## src/timer8_pkg.sv

```systemverilog
// Shared constants and carrier types for the two-channel 8-bit timer control/status block.
// Assumes a single 100 MHz clock and an AXI4-Lite register bus with 32-bit data.
package timer8_pkg;

  // Register map, byte addresses
  localparam int unsigned ADDR_W         = 8;
  localparam logic [7:0]  OFS_TSC_CH0    = 8'h00;
  localparam logic [7:0]  OFS_TSC_CH1    = 8'h04;

  // Field positions inside a timer_status_ctrl register
  localparam int unsigned BIT_MATCH_B    = 7;
  localparam int unsigned BIT_MATCH_A    = 6;
  localparam int unsigned BIT_WRAP       = 5;
  localparam int unsigned BIT_TRIG_EN    = 4;
  localparam int unsigned BIT_ACT_B_HI   = 3;
  localparam int unsigned BIT_ACT_B_LO   = 2;
  localparam int unsigned BIT_ACT_A_HI   = 1;
  localparam int unsigned BIT_ACT_A_LO   = 0;

  // Reset values and fixed bits
  localparam logic [7:0]  TSC_RESET      = 8'h00;
  localparam logic        RSVD_BIT4_VAL  = 1'b1;
  localparam logic [1:0]  ACT_RESET      = 2'h0;

  // Counter limits
  localparam logic [7:0]  COUNT_MAX      = 8'hff;
  localparam logic [7:0]  COUNT_ZERO     = 8'h00;

  // AXI responses
  localparam logic [1:0]  RESP_OKAY      = 2'h0;
  localparam logic [1:0]  RESP_DECERR    = 2'h3;

  // Pin action on a compare match
  typedef enum logic [1:0] {
    ACT_NONE   = 2'h0,
    ACT_LOW    = 2'h1,
    ACT_HIGH   = 2'h2,
    ACT_TOGGLE = 2'h3
  } pin_action_t;

  // Inputs from the counter and compare registers of one channel
  typedef struct packed {
    logic       count_upd;        // Counter took a new value this cycle
    logic [7:0] timer_count;
    logic [7:0] compare_const_a;
    logic [7:0] compare_const_b;
  } chan_in_t;

  // Register selection result of the address decoder
  typedef enum logic [2:0] {
    SEL_NONE = 3'b001,
    SEL_CH0  = 3'b010,
    SEL_CH1  = 3'b100
  } reg_sel_t;

endpackage
```

## src/timer8_chan.sv

```systemverilog
// One channel: status flags, pin action select, optional conversion trigger.
// Assumes the counter advances elsewhere and reports each new value with count_upd.
module timer8_chan
  import timer8_pkg::*;
#(
  parameter bit HAS_TRIG = 1'b1
) (
  input  wire logic       aclk,
  input  wire logic       aresetn,
  input  wire chan_in_t   cin,
  input  wire logic       wr_en,
  input  wire logic [7:0] wr_data,
  input  wire logic       rd_en,
  output logic [7:0]      status,
  output logic            pin,
  output logic            conv_req
);

  logic       flag_b_r, flag_b_nxt;
  logic       flag_a_r, flag_a_nxt;
  logic       flag_w_r, flag_w_nxt;
  logic       arm_b_r, arm_b_nxt;
  logic       arm_a_r, arm_a_nxt;
  logic       arm_w_r, arm_w_nxt;
  logic       trig_en_r, trig_en_nxt;
  logic [1:0] act_b_r, act_b_nxt;
  logic [1:0] act_a_r, act_a_nxt;
  logic [7:0] prev_r, prev_nxt;
  logic       pin_r, pin_nxt;
  logic       conv_r, conv_nxt;
  logic       hit_a;
  logic       hit_b;
  logic       hit_w;
  logic [1:0] act;

  // Strongest action wins when both matches coincide: toggle, then high, then low
  function automatic logic [1:0] strongest(input logic [1:0] x, input logic [1:0] y);
    strongest = (x > y) ? x : y;
  endfunction

  // Flag update: the set term is ORed last so an event is never lost to a clear
  function automatic logic flag_next(input logic flag, input logic hit, input logic arm,
                                     input logic wr, input logic wbit);
    flag_next = (flag & ~(wr & arm & ~wbit)) | hit;
  endfunction

  assign status = {flag_b_r, flag_a_r, flag_w_r, (HAS_TRIG ? trig_en_r : RSVD_BIT4_VAL),
                   act_b_r, act_a_r};
  assign pin      = pin_r;
  assign conv_req = conv_r;

  // Event detection and next state of all channel registers
  always_comb begin
    hit_b = cin.count_upd && (cin.timer_count == cin.compare_const_b);
    hit_a = cin.count_upd && (cin.timer_count == cin.compare_const_a);
    hit_w = cin.count_upd && (cin.timer_count == COUNT_ZERO) && (prev_r == COUNT_MAX);
    prev_nxt = cin.count_upd ? cin.timer_count : prev_r;

    // Clearing needs a prior read that saw the flag set; writing one never sets it
    flag_b_nxt = flag_next(flag_b_r, hit_b, arm_b_r, wr_en, wr_data[BIT_MATCH_B]);
    flag_a_nxt = flag_next(flag_a_r, hit_a, arm_a_r, wr_en, wr_data[BIT_MATCH_A]);
    flag_w_nxt = flag_next(flag_w_r, hit_w, arm_w_r, wr_en, wr_data[BIT_WRAP]);

    // A read arms each set flag; any later write consumes the arming
    arm_b_nxt = wr_en ? 1'b0 : (arm_b_r | (rd_en & flag_b_r));
    arm_a_nxt = wr_en ? 1'b0 : (arm_a_r | (rd_en & flag_a_r));
    arm_w_nxt = wr_en ? 1'b0 : (arm_w_r | (rd_en & flag_w_r));

    trig_en_nxt = trig_en_r;
    act_b_nxt   = act_b_r;
    act_a_nxt   = act_a_r;
    if (wr_en) begin
      trig_en_nxt = HAS_TRIG ? wr_data[BIT_TRIG_EN] : 1'b0;
      act_b_nxt   = wr_data[BIT_ACT_B_HI:BIT_ACT_B_LO];
      act_a_nxt   = wr_data[BIT_ACT_A_HI:BIT_ACT_A_LO];
    end

    // Pin action, using settings in force before this cycle's write
    act = strongest(hit_b ? act_b_r : ACT_NONE, hit_a ? act_a_r : ACT_NONE);
    case (act)
      ACT_LOW:    pin_nxt = 1'b0;
      ACT_HIGH:   pin_nxt = 1'b1;
      ACT_TOGGLE: pin_nxt = ~pin_r;
      default:    pin_nxt = pin_r;
    endcase

    conv_nxt = HAS_TRIG && trig_en_r && hit_a;
  end

  // Registers only
  always_ff @(posedge aclk) begin
    if (!aresetn) begin
      flag_b_r  <= TSC_RESET[BIT_MATCH_B];
      flag_a_r  <= TSC_RESET[BIT_MATCH_A];
      flag_w_r  <= TSC_RESET[BIT_WRAP];
      arm_b_r   <= 1'b0;
      arm_a_r   <= 1'b0;
      arm_w_r   <= 1'b0;
      trig_en_r <= TSC_RESET[BIT_TRIG_EN];
      act_b_r   <= ACT_RESET;
      act_a_r   <= ACT_RESET;
      prev_r    <= COUNT_ZERO;
      pin_r     <= 1'b0;
      conv_r    <= 1'b0;
    end else begin
      flag_b_r  <= flag_b_nxt;
      flag_a_r  <= flag_a_nxt;
      flag_w_r  <= flag_w_nxt;
      arm_b_r   <= arm_b_nxt;
      arm_a_r   <= arm_a_nxt;
      arm_w_r   <= arm_w_nxt;
      trig_en_r <= trig_en_nxt;
      act_b_r   <= act_b_nxt;
      act_a_r   <= act_a_nxt;
      prev_r    <= prev_nxt;
      pin_r     <= pin_nxt;
      conv_r    <= conv_nxt;
    end
  end

endmodule

```

## src/timer8_ctrl_status_ch01.sv

```systemverilog
// Control and status for two 8-bit timer channels behind an AXI4-Lite slave.
// Assumes counters and compare constants live elsewhere and arrive as chan_in_t.
//
// Contract
// A channel's match B flag (bit 7) sets whenever its counter equals compare constant B.
// A channel's match A flag (bit 6) sets whenever its counter equals compare constant A.
// A channel's wrap flag (bit 5) sets when its counter goes from its maximum to zero.
// A flag clears only by reading it as one and then writing zero; writing one never sets it.
// On channel 0, bit 4 enables a conversion start request on each match A.
// On match B, bits 3:2 leave, lower, raise or toggle the channel's output pin.
// On match A, bits 1:0 act on the output pin with the same encoding.
// On channel 1, bit 4 always reads as one and ignores writes.
// Channel 1 behaves like channel 0 with its own counter, constants and pin.
// A flag event in the same cycle as a clearing write leaves the flag set.
module timer8_ctrl_status_ch01
  import timer8_pkg::*;
(
  input  wire logic              aclk,
  input  wire logic              aresetn,
  input  wire logic [ADDR_W-1:0] s_axi_awaddr,
  input  wire logic              s_axi_awvalid,
  output logic                   s_axi_awready,
  input  wire logic [31:0]       s_axi_wdata,
  input  wire logic [3:0]        s_axi_wstrb,
  input  wire logic              s_axi_wvalid,
  output logic                   s_axi_wready,
  output logic [1:0]             s_axi_bresp,
  output logic                   s_axi_bvalid,
  input  wire logic              s_axi_bready,
  input  wire logic [ADDR_W-1:0] s_axi_araddr,
  input  wire logic              s_axi_arvalid,
  output logic                   s_axi_arready,
  output logic [31:0]            s_axi_rdata,
  output logic [1:0]             s_axi_rresp,
  output logic                   s_axi_rvalid,
  input  wire logic              s_axi_rready,
  input  wire chan_in_t          chan0_in,
  input  wire chan_in_t          chan1_in,
  output logic                   timer_out_pin_ch0,
  output logic                   timer_out_pin_ch1,
  output logic                   conv_start_req
);

  logic [ADDR_W-1:0] awaddr_r, awaddr_nxt;
  logic [7:0]        wdata_r, wdata_nxt;
  logic              wlane_r, wlane_nxt;
  logic              aw_got_r, aw_got_nxt;
  logic              w_got_r, w_got_nxt;
  logic              awready_r, awready_nxt;
  logic              wready_r, wready_nxt;
  logic              bvalid_r, bvalid_nxt;
  logic [1:0]        bresp_r, bresp_nxt;
  logic              arready_r, arready_nxt;
  logic              rvalid_r, rvalid_nxt;
  logic [31:0]       rdata_r, rdata_nxt;
  logic [1:0]        rresp_r, rresp_nxt;
  logic              do_write;
  logic              do_read;
  reg_sel_t          wsel;
  reg_sel_t          rsel;
  logic              wr0, wr1, rd0, rd1;
  logic [7:0]        stat0, stat1;

  // Word-aligned decode shared by both paths
  function automatic reg_sel_t decode(input logic [ADDR_W-1:0] addr);
    if (addr == OFS_TSC_CH0) begin
      decode = SEL_CH0;
    end else if (addr == OFS_TSC_CH1) begin
      decode = SEL_CH1;
    end else begin
      decode = SEL_NONE;
    end
  endfunction

  // Write channel: address and data held independently, response after both
  always_comb begin
    awaddr_nxt = awaddr_r;
    wdata_nxt  = wdata_r;
    wlane_nxt  = wlane_r;
    aw_got_nxt = aw_got_r;
    w_got_nxt  = w_got_r;
    bvalid_nxt = bvalid_r;
    bresp_nxt  = bresp_r;
    do_write   = aw_got_r && w_got_r && !bvalid_r;
    wsel       = decode(awaddr_r);
    if (s_axi_awvalid && awready_r) begin
      awaddr_nxt = s_axi_awaddr;
      aw_got_nxt = 1'b1;
    end
    if (s_axi_wvalid && wready_r) begin
      wdata_nxt = s_axi_wdata[7:0];
      wlane_nxt = s_axi_wstrb[0];
      w_got_nxt = 1'b1;
    end
    if (do_write) begin
      aw_got_nxt = 1'b0;
      w_got_nxt  = 1'b0;
      bvalid_nxt = 1'b1;
      bresp_nxt  = (wsel == SEL_NONE) ? RESP_DECERR : RESP_OKAY;
    end else if (bvalid_r && s_axi_bready) begin
      bvalid_nxt = 1'b0;
    end
    // Hold off new traffic until the response has gone
    awready_nxt = !aw_got_nxt && !bvalid_nxt && !do_write;
    wready_nxt  = !w_got_nxt && !bvalid_nxt && !do_write;
  end

  // A write without byte lane 0 touches nothing in these 8-bit registers
  assign wr0 = do_write && wlane_r && (wsel == SEL_CH0);
  assign wr1 = do_write && wlane_r && (wsel == SEL_CH1);

  // Read channel: data captured at the address handshake
  always_comb begin
    do_read     = s_axi_arvalid && arready_r;
    rsel        = decode(s_axi_araddr);
    rvalid_nxt  = rvalid_r;
    rdata_nxt   = rdata_r;
    rresp_nxt   = rresp_r;
    if (do_read) begin
      rvalid_nxt = 1'b1;
      rresp_nxt  = (rsel == SEL_NONE) ? RESP_DECERR : RESP_OKAY;
      if (rsel == SEL_CH0) begin
        rdata_nxt = {24'h000000, stat0};
      end else if (rsel == SEL_CH1) begin
        rdata_nxt = {24'h000000, stat1};
      end else begin
        rdata_nxt = 32'h00000000;
      end
    end else if (rvalid_r && s_axi_rready) begin
      rvalid_nxt = 1'b0;
    end
    arready_nxt = !rvalid_nxt;
  end

  // The read that returns a set flag is what arms its clear
  assign rd0 = do_read && (rsel == SEL_CH0);
  assign rd1 = do_read && (rsel == SEL_CH1);

  // Bus registers
  always_ff @(posedge aclk) begin
    if (!aresetn) begin
      awaddr_r  <= '0;
      wdata_r   <= TSC_RESET;
      wlane_r   <= 1'b0;
      aw_got_r  <= 1'b0;
      w_got_r   <= 1'b0;
      awready_r <= 1'b0;
      wready_r  <= 1'b0;
      bvalid_r  <= 1'b0;
      bresp_r   <= RESP_OKAY;
      arready_r <= 1'b0;
      rvalid_r  <= 1'b0;
      rdata_r   <= 32'h00000000;
      rresp_r   <= RESP_OKAY;
    end else begin
      awaddr_r  <= awaddr_nxt;
      wdata_r   <= wdata_nxt;
      wlane_r   <= wlane_nxt;
      aw_got_r  <= aw_got_nxt;
      w_got_r   <= w_got_nxt;
      awready_r <= awready_nxt;
      wready_r  <= wready_nxt;
      bvalid_r  <= bvalid_nxt;
      bresp_r   <= bresp_nxt;
      arready_r <= arready_nxt;
      rvalid_r  <= rvalid_nxt;
      rdata_r   <= rdata_nxt;
      rresp_r   <= rresp_nxt;
    end
  end

  assign s_axi_awready = awready_r;
  assign s_axi_wready  = wready_r;
  assign s_axi_bvalid  = bvalid_r;
  assign s_axi_bresp   = bresp_r;
  assign s_axi_arready = arready_r;
  assign s_axi_rvalid  = rvalid_r;
  assign s_axi_rdata   = rdata_r;
  assign s_axi_rresp   = rresp_r;

  // Channel 0 carries the conversion trigger
  timer8_chan #(
    .HAS_TRIG (1'b1)
  ) u_ch0 (
    .aclk     (aclk),
    .aresetn  (aresetn),
    .cin      (chan0_in),
    .wr_en    (wr0),
    .wr_data  (wdata_r),
    .rd_en    (rd0),
    .status   (stat0),
    .pin      (timer_out_pin_ch0),
    .conv_req (conv_start_req)
  );

  // Channel 1 is independent; bit 4 is fixed at one
  timer8_chan #(
    .HAS_TRIG (1'b0)
  ) u_ch1 (
    .aclk     (aclk),
    .aresetn  (aresetn),
    .cin      (chan1_in),
    .wr_en    (wr1),
    .wr_data  (wdata_r),
    .rd_en    (rd1),
    .status   (stat1),
    .pin      (timer_out_pin_ch1),
    .conv_req ()
  );

endmodule

```

## config.mk

```make
export PLATFORM = sky130hd
export DESIGN_NAME = timer8_ctrl_status_ch01
export DESIGN_NICKNAME = d
export VERILOG_FILES = /design/src/timer8_pkg.sv /design/src/timer8_chan.sv /design/src/timer8_ctrl_status_ch01.sv
export SDC_FILE = /design/constraint.sdc
export NUM_CORES = 1
export LEC_CHECK = 0
export BUFFER_PORTS_ARGS = -buffer_cell sky130_fd_sc_hd__buf_4
export CAP_MARGIN = 5
export CORE_MARGIN = 2
export CORE_UTILIZATION = 49
export CTS_CLUSTER_DIAMETER = 50
export DETAILED_ROUTE_END_ITERATION = 6
export GPL_TIMING_DRIVEN = 0
export PLACE_DENSITY_LB_ADDON = 0.08
export SLEW_MARGIN = 20
export SYNTH_ARGS = -nofsm -noshare
export SYNTH_HDL_FRONTEND = slang
export SYNTH_HIERARCHICAL = 1
export SYNTH_SLANG_ARGS = --single-unit
export TNS_END_PERCENT = 10
```

## constraint.sdc

```tcl
create_clock -name aclk -period 2.4 [get_ports aclk]
set_input_delay 0.48 -clock aclk [delete_from_list [all_inputs] [get_ports aclk]]
set_output_delay 0.48 -clock aclk [all_outputs]
set_load 0.01 [all_outputs]
```

======== Word-level counts from Yosys, hierarchy flattened ========
Cells that the tools add are included.
operators by class
  mux-type cells .......................... 24
  reduce and logical (&&, ||, !) cells .... 39
  order comparisons ....................... 2
  bitwise operators ....................... 48
  equality and inequality tests ........... 20
operators by type and width
  cell                                                                   count
  8-bit equality test                                                    4
  8-bit zero test                                                        4
  1-bit logical AND                                                      25
  1-bit bitwise AND                                                      24
  8-bit by 3-bit equality test with 1-bit output, second input constant  2
  8-bit equality test, second input constant                             2
  2-bit 2-to-1 mux                                                       8
  8-bit 2-to-1 mux                                                       2
  3-bit 2-to-1 mux                                                       4
  1-bit inverter                                                         12
  1-bit OR                                                               12
  2-bit equality test, second input constant                             4
  1-bit 2-to-1 mux                                                       8
  3-bit by 1-bit equality test with 1-bit output, second input constant  2
  3-bit by 2-bit equality test with 1-bit output, second input constant  2
  3-bit equality test, second input constant                             2
  1-bit zero test                                                        6
  1-bit one-hot mux with 3 select lines                                  2
  3-bit nonzero test                                                     2
  2-bit by 1-bit equality test with 1-bit output, second input constant  2
  2-bit greater-than comparator                                          2
  2-bit OR reduction                                                     2
word-level totals
  input port bits ......................... 109
  logic and storage cells ................. 168
  output and inout port bits .............. 44
  bits in registers ....................... 100

======== Logic depth before layout (Yosys ltp) ========
  depth in word-level cells ............... 10
  depth in mapped cells ................... 9

======== Hierarchy ========
Netlist, hierarchy kept.
by module, submodules not included
  module                   cells an instance  instances  area an instance (µm²)  seq. area each (µm²)
  timer8_ctrl_status_ch01  179                1          1552.7                  680.7
  timer8_chan at u_ch0     117                1          1138.6                  420.4
  timer8_chan at u_ch1     116                1          1077.3                  380.4

======== Least setup slack after synthesis ========
No wires, ideal clock.
  path kind ............................... input -> register
  start point ............................. in chan0_in[24] (netlist name)
  end point ............................... reg u_ch0.pin_r (netlist: u_ch0/pin)
  cell stages on the path ................. 9
  data arrival time ....................... 2135 ps
  required time ........................... 2312 ps
  buffers on the path ..................... 1
  slack ................................... 177 ps
  cell sequence ........................... buf_4 nand2_1 nor3_1 and2_1 ha_1 nor2b_1 o21ai_0 and4bb_1 a311oi_2
on the way
  longest elaborated chain between the ends .. 6
ends and longest elaborated chain
  item                                                                                   RTL line                              text
  from (decl)                                                                            timer8_ctrl_status_ch01.sv:37         input wire chan_in_t chan0_in,
  1-bit logical AND, on equally long branches                                            timer8_chan.sv:54, timer8_chan.sv:55
  2-bit 2-to-1 mux                                                                       timer8_chan.sv:79                     act = strongest(hit_b ? act_b_r : ACT_NONE, hit_a ? act_a_r : ACT_NONE);
  2-bit greater-than comparator                                                          timer8_chan.sv:38                     strongest = (x > y) ? x : y;
  2-bit 2-to-1 mux (*)                                                                   timer8_chan.sv:38
  2-bit equality test or 2-bit by 1-bit equality test with 1-bit output (tied branches)  timer8_chan.sv:80                     case (act)
  1-bit one-hot mux with 3 select lines or 3-bit nonzero test (tied branches)            --
  to (signal assigned)                                                                   timer8_chan.sv:116                    pin_r <= pin_nxt;
  to (decl)                                                                              timer8_chan.sv:29                     logic pin_r, pin_nxt;
Every way passes the cells marked *; elsewhere a longest branch is shown, timed or not.
A chain may end at the register's enable or synchronous reset.

======== Worst setup path after layout ========
  start point ............................. in chan1_in[18] (netlist name)
  end point ............................... reg u_ch1.pin_r (netlist: u_ch1/pin)
on the way
  longest elaborated chain between the ends .. 7
ends and longest elaborated chain
  item                                                                                   RTL line                              text
  from (decl)                                                                            timer8_ctrl_status_ch01.sv:38         input wire chan_in_t chan1_in,
  8-bit equality test, on equally long branches                                          timer8_chan.sv:54, timer8_chan.sv:55
  1-bit logical AND, on equally long branches                                            timer8_chan.sv:54, timer8_chan.sv:55
  2-bit 2-to-1 mux                                                                       timer8_chan.sv:79
  2-bit greater-than comparator                                                          timer8_chan.sv:38
  2-bit 2-to-1 mux (*)                                                                   timer8_chan.sv:38
  2-bit equality test or 2-bit by 1-bit equality test with 1-bit output (tied branches)  timer8_chan.sv:80
  1-bit one-hot mux with 3 select lines or 3-bit nonzero test (tied branches)            --
  to (signal assigned)                                                                   timer8_chan.sv:116
  to (decl)                                                                              timer8_chan.sv:29
Marked as above.

==> impl_results.md <==
- Post-route ant nets: 0
- Residual DRC: 0
- Average routed wire per standard cell: 12.5 µm
- Top-Level Pins: 153
- Area delta synth->final: 31.6%
- GP Congestion: 0.790
- Power per Cell Area: 543 nW/µm²
- Final worst-path cycle share: 91.6%
- Hold Buf Count CTS: 0
- Number of gates given a new drive strength after cts: 0
- Synthesized instance count: 410
- Accumulated negative setup slack: 0 ns
- Number of endpoints failing setup at the final stage: 0
- Cell chain of the critical path: buf_4 > xnor2_1 > nand3_1 > nor3_1 > and2_1 > ha_1 > nor2b_1 > o21ai_0 > o211a_1 > a21oi_1
- Vias in the first global route: 2923
- Total clock buffers created by CTS: 9
- Kind of start point of the critical path: primary input
- Type of the worst setup path: primary input to register
- Largest net degree at the start of global routing: 26
- Critical Path Fanout Max: 4
- Total number of yosys warnings: 6
- Worst-case vdd ir drop: 0.368 mV
- Dpl hpwl: 6240 µm
- Effective utilization at floorplan: 51.3%
- Total leakage power: 2.12 nW
- Max Slew Vio Count: 0
- Fraction of final layout cells with drive strength greater than 1: 31.1%
- Routed vias: 3058
- Critical path's top delay family: simple AND/OR/NAND/NOR gates
- Count of input and output buffers: 100
- Post-Route WL: 8110 µm
- Area post-placement: 4720 µm²
- Number of non-filler instances in the completed layout: 648
- Worst EP arrival: 2.41 ns
- Instance count after placement with tap cells included: 632
- Die extent in y: 91.6 µm
- Clock sinks: 74
- Slowest cell delay on critical path: 0.42 ns
- CTS tree: done
- Average cell area after synthesis: 9.16 µm²
- Final worst clock skew: 0.00765 ns
- Cell area after layout: 4950 µm²
- Per-cell via count in the routed design: 4.72
- Clock latency on the worst-skew pair: 0.34 ns
- Core area: 7330 µm²
- Number of buffers added for setup after CTS: 0
- Cell Rows: 31
- CTS clock-pin slew for the worst setup and hold paths: 0.08 ns
- Maximum capacitance violations: 0
- Tot GR Track Use: 19.9%
- Final hold violations: 0
- Number of buffers on the longest clock path: 2
- Endpoint type of the worst setup path: register
- Worst-path cell with the longest stage delay: sky130_fd_sc_hd__nor3_1
- First drt pass iteration count: 4
- Time the final worst path needs with I/O delays and setup: 2.20 ns
- Count of antenna diodes in the layout: 0
- Antenna violations before repair: 0
- Max H-tree Level: 3
- Total congestion overflow after global routing: 0
- Number of nets at the end of the flow: 659
- Timing-limited maximum frequency: 455 MHz
- Combined buffer and inverter count along the critical path: 1
- Netlist area before placement: 3760 µm²
- Critical Path RT: 2.61 ns
- Worst hold margin: 0.392 ns
- Setup repair after global routing missed its margin: yes
- Die Area: 8380 µm²
- Die width: 91.6 µm
- Root cell of the clock tree: sky130_fd_sc_hd__clkbuf_8
- Status: finished, final reports clean
- Global-route wire length before repair: 13300 µm
- Number of inserted filler cells in the final layout: 644
- Violation count after the first detailed-route iteration: 144
- Tightest Hold Check Type: primary input to register
-- cells in the final DEF (no fill, tap or decap), types with 2 or more instances in the layout --
cell type	instances
sky130_fd_sc_hd__and2_1	8
sky130_fd_sc_hd__nor2_1	14
sky130_fd_sc_hd__dfxtp_1	74
sky130_fd_sc_hd__inv_1	4
sky130_fd_sc_hd__mux2i_1	33
sky130_fd_sc_hd__nand2b_1	3
sky130_fd_sc_hd__clkbuf_1	3
sky130_fd_sc_hd__nor4b_2	2
sky130_fd_sc_hd__a21oi_1	8
sky130_fd_sc_hd__nand3_1	6
sky130_fd_sc_hd__clkinv_4	2
sky130_fd_sc_hd__nand2_1	63
sky130_fd_sc_hd__o21a_1	9
sky130_fd_sc_hd__nand4_1	7
sky130_fd_sc_hd__nor3_1	4
sky130_fd_sc_hd__clkinvlp_4	2
sky130_fd_sc_hd__buf_4	136
sky130_fd_sc_hd__nor4_4	2
sky130_fd_sc_hd__conb_1	25
sky130_fd_sc_hd__o21ai_1	8
sky130_fd_sc_hd__xnor2_1	30
sky130_fd_sc_hd__a21boi_0	19
sky130_fd_sc_hd__o21ai_0	8
sky130_fd_sc_hd__buf_2	5
sky130_fd_sc_hd__and4bb_2	2
sky130_fd_sc_hd__clkbuf_8	11
sky130_fd_sc_hd__nor2b_1	30
sky130_fd_sc_hd__nand4b_1	2
sky130_fd_sc_hd__xor2_1	2
sky130_fd_sc_hd__nor3_2	3
sky130_fd_sc_hd__ha_1	6
sky130_fd_sc_hd__and3_1	2
-- routing by layer --
metal	global-route usage (%)	vias to the layer above	wire length [µm]
met5	0	-	0
met4	8.59	0	95
met3	3.82	8	481
met2	32.5	92	3880
met1	25.4	1364	3660
li1	-	1594	-
-- state kept, by name, summed over array words and instances, names as in the netlist, 2 cells and up --
signal,flops
u_ch1/act_b_r,2
u_ch1/prev_r,8
s_axi_rdata,8
awaddr_r,8
u_ch1/act_a_r,2
wdata_r,8
u_ch0/act_a_r,2
u_ch0/prev_r,8
u_ch0/act_b_r,2
-- area by class of cell --
cell class | instances | area, µm² | share of cell area [%]
Inverter | 4 | 15.0 | 0.304
Clock buffer | 11 | 151 | 3.06
Sequential cell | 74 | 1480 | 30.0
Timing Repair Buffer | 100 | 751 | 15.2
Buffer | 45 | 312 | 6.30
Clock inverter | 5 | 62.6 | 1.26
Multi-Input combinational cell | 310 | 2050 | 41.4
Tap cell | 99 | 124 | 2.50
-- stage by stage --
stage | utilization, % | setup WS (ns) | total power [W]
after floorplan | - | 0.177 | 0.00153
after global placement | 64.4 | -0.232 | 0.00170
after detailed placement | 64.4 | -0.268 | 0.00171
after CTS | 67.3 | 0.107 | 0.00271
after global routing | 67.5 | -0.0202 | 0.00280
final | 67.5 | 0.201 | 0.00269
-- power by group --
group	leakage (nW)	internal, W	switching [W]	total (W)
sequential	0.603	0.00127	0.0000260	0.00129
clock	0.102	0.000540	0.000464	0.00100
combinational	1.42	0.000219	0.000169	0.000388
total	2.12	0.00203	0.000659	0.00269
-- worst min-delay path, stage by stage --
cell                       delay [ns]
sky130_fd_sc_hd__buf_4           0.11
sky130_fd_sc_hd__nand2_1         0.04
sky130_fd_sc_hd__a21boi_0        0.06
-- path summary, 6_finish.rpt --
check	cells past startpoint	slack, ns	from	to
max	10	0.20	chan1_in[18]	u_ch1/pin
min	3	0.39	s_axi_awaddr[4]	awaddr_r[4]
max reg2reg	8	0.59	awaddr_r[0]	u_ch1/flag_w_r
min reg2reg	2	0.45	s_axi_rdata[4]	s_axi_rdata[4]
(Power assumes the default switching activity.)
